===== src/common/pbt_defs.svh =====
// Constants for the pattern buffer trigger output block.
// Function
// - Drive trigger while pattern shown, capturable.
// - Drive pattern flip to invert buffered bit.
// - Two read-slot lines name one of four.
// - Sample strap at reset release: 1Bh/1Dh.
// - Shared strap pin input at release, output later.
// - Outputs low and inactive during flash load.
// - Outputs stay inactive until enable write.
// - Pulse slot advance to move to next buffer.
`ifndef PBT_DEFS_SVH
`define PBT_DEFS_SVH
`define PBT_ADDR_STRAP_LOW 7'h1b
`define PBT_ADDR_STRAP_HIGH 7'h1d
`define PBT_SLOT_RESET 2'h0
`define PBT_STRAP_SETTLE 2'h2
`define PBT_ADVANCE_PULSE_CYCLES 8'h01
`endif


===== src/common/pbt_pkg.sv =====
// Types for the pattern buffer trigger output block.
package pbt_pkg;
	typedef enum logic [1:0] {
		PBT_STRAP = 2'b00,
		PBT_LOAD = 2'b01,
		PBT_IDLE = 2'b10,
		PBT_RUN = 2'b11
	} pbt_state_t;
	typedef struct packed {
		logic trigger;
		logic pattern_flip;
		logic [1:0] read_slot;
		logic slot_advance;
	} pbt_pins_t;
endpackage


===== src/design/pbt_outputs.sv =====
// Side-band trigger, flip, read-slot and slot-advance outputs.
`timescale 1ns/1ps
`include "pbt_defs.svh"
module pbt_outputs (
	input wire logic clk,
	input wire logic nrst,
	input wire logic strap_in,
	input wire logic flash_loading,
	input wire logic enable_write,
	input wire logic enable_value,
	input wire logic show_pattern,
	input wire logic flip_request,
	input wire logic advance_request,
	output logic [6:0] slave_addr,
	output logic addr_valid,
	output logic trigger,
	output logic pattern_flip,
	output logic read_slot_bit0,
	output logic read_slot_bit1,
	output logic read_slot_bit1_oe,
	output logic slot_advance
);
	logic strap_sync;
	pbt_pkg::pbt_state_t state;
	pbt_pkg::pbt_state_t next_state;
	pbt_pkg::pbt_pins_t pins;
	pbt_pkg::pbt_pins_t next_pins;
	logic [6:0] next_slave_addr;
	logic next_addr_valid;
	logic next_oe;
	logic enabled;
	logic next_enabled;
	logic [1:0] strap_wait;
	logic [1:0] next_strap_wait;

	pbt_sync u_strap (
		.clk(clk),
		.nrst(nrst),
		.din(strap_in),
		.dout(strap_sync)
	);

	always_comb begin
		next_state = state;
		next_pins = pins;
		next_slave_addr = slave_addr;
		next_addr_valid = addr_valid;
		next_oe = read_slot_bit1_oe;
		next_enabled = enabled;
		next_strap_wait = strap_wait;
		next_pins.slot_advance = 1'b0;
		case (state)
			pbt_pkg::PBT_STRAP: begin
				// The strap is read only once the synchroniser has settled.
				if (strap_wait == `PBT_STRAP_SETTLE) begin
					next_slave_addr = strap_sync ? `PBT_ADDR_STRAP_HIGH :
						`PBT_ADDR_STRAP_LOW;
					next_addr_valid = 1'b1;
					next_state = pbt_pkg::PBT_LOAD;
				end else begin
					next_strap_wait = 2'(strap_wait + 2'h1);
				end
			end
			pbt_pkg::PBT_LOAD: begin
				next_pins = '0;
				next_oe = 1'b1;
				if (!flash_loading) begin
					next_state = pbt_pkg::PBT_IDLE;
				end
			end
			pbt_pkg::PBT_IDLE: begin
				next_pins = '0;
				if (enable_write && enable_value) begin
					next_enabled = 1'b1;
					next_state = pbt_pkg::PBT_RUN;
				end
			end
			pbt_pkg::PBT_RUN: begin
				next_pins.trigger = show_pattern;
				next_pins.pattern_flip = flip_request;
				if (advance_request) begin
					next_pins.slot_advance = 1'b1;
					next_pins.read_slot = 2'(pins.read_slot + 2'h1);
				end
				if (enable_write && !enable_value) begin
					next_enabled = 1'b0;
					next_pins = '0;
					next_state = pbt_pkg::PBT_IDLE;
				end
			end
			default: begin
				next_state = pbt_pkg::PBT_LOAD;
			end
		endcase
		if (flash_loading && state != pbt_pkg::PBT_STRAP) begin
			next_pins = '0;
			next_enabled = 1'b0;
			next_state = pbt_pkg::PBT_LOAD;
		end
	end

	always_ff @(posedge clk or negedge nrst) begin
		if (!nrst) begin
			state <= pbt_pkg::PBT_STRAP;
			pins <= '0;
			slave_addr <= `PBT_ADDR_STRAP_LOW;
			addr_valid <= 1'b0;
			read_slot_bit1_oe <= 1'b0;
			enabled <= 1'b0;
			strap_wait <= 2'h0;
		end else begin
			strap_wait <= next_strap_wait;
			state <= next_state;
			pins <= next_pins;
			slave_addr <= next_slave_addr;
			addr_valid <= next_addr_valid;
			read_slot_bit1_oe <= next_oe;
			enabled <= next_enabled;
		end
	end

	always_comb begin
		trigger = pins.trigger;
		pattern_flip = pins.pattern_flip;
		read_slot_bit0 = pins.read_slot[0];
		read_slot_bit1 = pins.read_slot[1];
		slot_advance = pins.slot_advance;
	end
endmodule


===== src/design/pbt_sync.sv =====
// Two-flop synchroniser for a pin input.
`timescale 1ns/1ps
module pbt_sync (
	input wire logic clk,
	input wire logic nrst,
	input wire logic din,
	output logic dout
);
	logic stage1;
	logic next_stage1;
	logic next_dout;
	always_comb begin
		next_stage1 = din;
		next_dout = stage1;
	end
	always_ff @(posedge clk or negedge nrst) begin
		if (!nrst) begin
			stage1 <= 1'b0;
			dout <= 1'b0;
		end else begin
			stage1 <= next_stage1;
			dout <= next_dout;
		end
	end
endmodule


===== config.mk =====
export PLATFORM = sky130hd
export DESIGN_NAME = pbt_outputs
export DESIGN_NICKNAME = d
export VERILOG_FILES = /design/src/common/pbt_pkg.sv /design/src/design/pbt_outputs.sv /design/src/design/pbt_sync.sv
export VERILOG_INCLUDE_DIRS = /design/src /design/src/common
export SDC_FILE = /design/constraint.sdc
export NUM_CORES = 1
export LEC_CHECK = 0
export BUFFER_PORTS_ARGS = -buffer_cell sky130_fd_sc_hd__buf_4
export CAP_MARGIN = 20
export CORE_MARGIN = 2
export CORE_UTILIZATION = 40
export CTS_BUF_LIST = sky130_fd_sc_hd__clkbuf_16
export DETAILED_ROUTE_END_ITERATION = 7
export PLACE_DENSITY_LB_ADDON = 0.2
export RECOVER_POWER = 25
export SLEW_MARGIN = 10
export SYNTH_ARGS = -nofsm -noshare
export SYNTH_HDL_FRONTEND = slang
export SYNTH_HIERARCHICAL = 1
export SYNTH_SLANG_ARGS = --single-unit

===== constraint.sdc =====
create_clock -name clk -period 2.1 [get_ports clk]
set_input_delay 0.105 -clock clk [delete_from_list [all_inputs] [get_ports clk]]
set_output_delay 0.105 -clock clk [all_outputs]
set_load 0.05 [all_outputs]

=== Yosys cells after proc, flatten, opt, wreduce, memory -nomap -nowiden ===
Cells that the tools add are included.

* Input port bits: 9
* Bits in registers: 20

* Reductions and logical operators: 12
* Bitwise gates (word level): 1
* Equal/unequal tests: 9
* Muxes and demuxes: 11
* Add/subtract/negate cells: 2

{| class="wikitable"
|+ Operators by type and width
! cell !! number
|-
| 3-bit inequality test (second input constant) || 4
|-
| 2-bit two-way mux || 5
|-
| 5-bit two-way mux || 2
|-
| 5-bit case mux with 2 select lines || 1
|-
| 2-bit case mux with 4 select lines || 1
|-
| 2-bit equality test (second input constant) || 3
|-
| 3-bit two-way mux || 2
|-
| 2-bit AND reduction || 3
|-
| 2-bit by 1-bit adder with 2-bit output (second input constant) || 2
|-
| 4-bit inequality test (second input constant) || 1
|-
| 4-bit AND reduction || 1
|-
| 1-bit logical AND || 3
|-
| 3-bit nonzero test || 1
|-
| 2-bit by 1-bit equality test with 1-bit output (second input constant) || 1
|-
| 2-bit logical NOT || 1
|-
| 2-bit nonzero test || 1
|-
| 2-bit OR reduction || 1
|-
| 1-bit logical NOT || 1
|-
| 1-bit NOT || 1
|}

=== Logic depth before layout (Yosys ltp) ===
* Depth in word-level cells: 5
* Mapped depth: 6
* Gate-level depth less buffers: 6

=== By module ===
The synthesis kept the hierarchy.

{| class="wikitable"
|+ By module, submodules not included
! module !! sequential area each (µm²) !! area an instance (µm²) !! cells an instance !! instances
|-
| pbt_outputs || 326.6 || 700.7 || 65 || 1
|-
| pbt_sync || 50.0 || 50.0 || 2 || 1
|}

=== Worst setup path before layout ===
OpenSTA, ideal clock, no wires.

* Path kind: register to register
* Start: reg state[0]
* End: reg state[1]
* Cell stages (with the launch flop): 6
* Path slack: 494 ps
* Arrival time: 1481 ps
* Library setup time: 125 ps
* Cells stage by stage: dfrtp_1 > inv_1 > ha_1 > or2b_1 > nand4_1 > mux2_2

* Cells in the longest elaborated chain, start to end: 4
* Elaborated cells on any way between the ends: 13

{| class="wikitable"
|+ Ends and longest elaborated chain
! element !! line !! RTL
|-
| from (decl) || pbt_outputs.sv:24 || <nowiki>pbt_pkg::pbt_state_t state;</nowiki>
|-
| from (signal assigned) || pbt_outputs.sv:104 || <nowiki>state <= pbt_pkg::PBT_STRAP;</nowiki>
|-
| from (signal assigned) || pbt_outputs.sv:113 || <nowiki>state <= next_state;</nowiki>
|-
| 2-bit nonzero test || pbt_outputs.sv:95 || <nowiki>if (flash_loading && state != pbt_pkg::PBT_STRAP) begin</nowiki>
|-
| 1-bit logical AND || pbt_outputs.sv:95 ||
|-
| 3-bit inequality test (no line) || -- ||
|-
| 4-bit AND reduction (no line) || -- ||
|}

Several ways; a longest one is shown, not always the timed one.
A chain may end at the register's enable or synchronous reset.

=== Worst setup path in the final report ===
Same ends and word-level chain as after synthesis.

==> metrics.txt <==
min-delay src show_pattern; Startpoint Class flop; Final setup viols 0; Setup crit end kind flop; number of vias per cell 4.54; Final Util 56.1%; CTS sink cnt 15; slack of the critical path roughly 0.33 ns; number of CTS-inserted buffers 3; Hold Path Depth 2; first-pass GRT wire length between 2000 and 2500 um; Seq/Total Area, Yosys 50.2%; commonest non-fill, non-tap cell in the layout buf_4; Hold-fix buffers, CTS 2; Chip Height between 40 and 50 um; fmax between 500 and 600 MHz; met2 WL post-DR around 620 um; CP top delay family simple AND/OR/NAND/NOR gates; r2r worst-path depth 6; Synth warnings 6; Final Hold Fails 0; Overflow after GRT 0; r2r endpoint state[1]; First-pass DRT Iterations 4; relative slew slack between 40 and 50%; Seq cells post-synth 15; Die ar. 0.00224 sq mm; Syn Area/Cell around 11 sq um; Reg clk slew, reported paths 0.04 ns; status completed; uppermost layer routed met4; clk_lat worst skew between 0.2 and 0.25 ns; max incr delay on CP 0.39 ns; Syn-to-layout area delta 30.3%; drt wl/cell 11.2 um; Clock Skews between 0.0003 and 0.0004 ns; # fillers ~160; DRC Markers 0; post-route cell area roughly 980 sq um; WP buf/inv 1; Setup TNS Final 0 ns; CP Cell Sequence inv_1 > ha_1 > nand2b_4 > nand3_1 > nand4_1 > mux2_2; Initial DRC Count 1; fin crit share 84.3%; IO buf count 17; layout cell share with drive strength beyond 1 around 30%; Crit-path slowest cell dfrtp_1; die span in x 47.3 um; Netlist cell types 26; Critical Path AT ~1.9 ns; metal3 WL 62 um; H-tree depth 1; final wirelength between 1000 and 1500 um; starting density of the core a little over two fifths; Post-Syn Instances 67; antenna violations before repair 0; # diodes 0; worst vdd ir about 0.64 mV; most frequent cells in the layout buf_4 (16), dfrtp_1 (14), ha_1 (6), inv_1 (5), conb_1 (5); Top Ports 23; cell row count 15; RD Place Congestion about 0.81; synthesized area about 750 sq um; Lkg Pwr slightly below 0.5 nW; Post-synth EDFFs 0; Layout Nets between 100 and 150; Clock Path Buffers 2; FF-to-FF Start state[0]; Post-CTS Setup Repair Bufs 0; Max Slew Vio Count 0; Req. time, crit path between 2 and 2.5 ns; DRT met1 WL about 560 um; max cap viols 0; largest net degree at the start of global routing 16; Cell Pwr Density ~1400 mW/mm^2; Main synth FF type dfrtp_1; # resized after CTS 0; Finished Layout Cells roughly 110; vias about 510; Worst Setup Path Type reg -> reg; Core ar. 0.00175 sq mm; Final min period between 1.5 and 2 ns; ys async rst share 100%; number of global-route vias before repair between 400 and 500; Hold Path End trigger; dpl ws 0.353 ns; TritonCTS clock tree done; worst slew pin tran 0.789 ns; Total GRT Usage roughly 14%; R2R Setup Slk roughly 0.33 ns; DP Cell Count about 110; RSZ-0062 raised after global routing no; worst-path maximum fanout 6; Antenna Violating Nets Remaining 0; DP Area around 900 sq um; Min-Delay Path Class in -> reg; dpl hpwl slightly below 1000 um; CTS Root Buffer Type clkbuf_16
==> area by class of cell <==
cell class	instances	area (sq um)	area share (%)
Sequential cell	15	377	38.5
Tap cell	25	31.3	3.20
Clock buffer	3	75.1	7.67
Timing Repair Buffer	19	144	14.7
Inverter	4	15.0	1.53
Multi-Input combinational cell	46	333	34.0
Clock inverter	1	3.75	0.384
==> cell usage after synthesis, drive strengths merged, types with 2 or more instances <==
master	count	area [sq um]
nand3	4	20.0
nand2	4	15.0
ha	6	75.1
mux2	2	22.5
conb	2	7.51
dfrtp	14	350
a32o	3	31.3
buf	5	37.5
nor2	4	15.0
nand2b	3	26.3
inv	4	15.0
nor3	2	10.0
o21ai	4	20.0
==> flip-flops by register name (all words and copies together), names as in the netlist <==
name               cells
addr_valid             1
pattern_flip           1
read_slot_bit0         1
read_slot_bit1         1
read_slot_bit1_oe      1
slave_addr             2
slot_advance           1
state                  2
strap_wait             2
trigger                1
u_strap/dout           1
u_strap/next_dout      1
==> per-layer routing <==
layer | track usage (%) | vias to the layer above
met5 | 0 | -
met4 | 10.0 | 0
met3 | 3.46 | 4
met2 | 20.8 | 17
met1 | 17.2 | 233
li1 | - | 259
==> where the power goes <==
| group | internal (mW) | switching (mW) |
|---|---|---|
| logic | 0.235 | 0.375 |
| clock network | 0.251 | 0.103 |
| registers | 0.378 | 0.0532 |
| total | 0.864 | 0.531 |
==> worst max-delay path by stage <==
| stage | start | end | slack (ns) | depth (start not counted) |
|---|---|---|---|---|
| after floorplan | state[0] | state[1] | 0.49 | 5 |
| after detailed placement | state[0] | state[1] | 0.35 | 6 |
| after global routing | state[0] | state[1] | 0.21 | 6 |
| after global placement | state[0] | state[1] | 0.38 | 6 |
| after CTS | state[0] | state[1] | 0.34 | 6 |
| final | state[0] | state[1] | 0.33 | 6 |
==> logic make-up after synthesis <==
group	after synthesis	synth area share, %
other	2	1.00
xor gates and xnor gates	1	1.17
adders and majority gates	6	10.0
AOI/OAI and AO/OA	9	8.83
and+or+nand+nor	22	17.5
DFF	15	50.2
muxes	3	4.33
buffers and inverters	9	7.00
==> per-stage QoR <==
stage / hold WS [ns] / total power [mW]
after floorplan: -0.191 / 0.907
after global placement: -0.0303 / 1.04
after detailed placement: -0.0294 / 1.05
final: 0.117 / 1.40
after global routing: 0.130 / 1.49
after CTS: 0.118 / 1.42
Power figures use the tool's default switching activity.
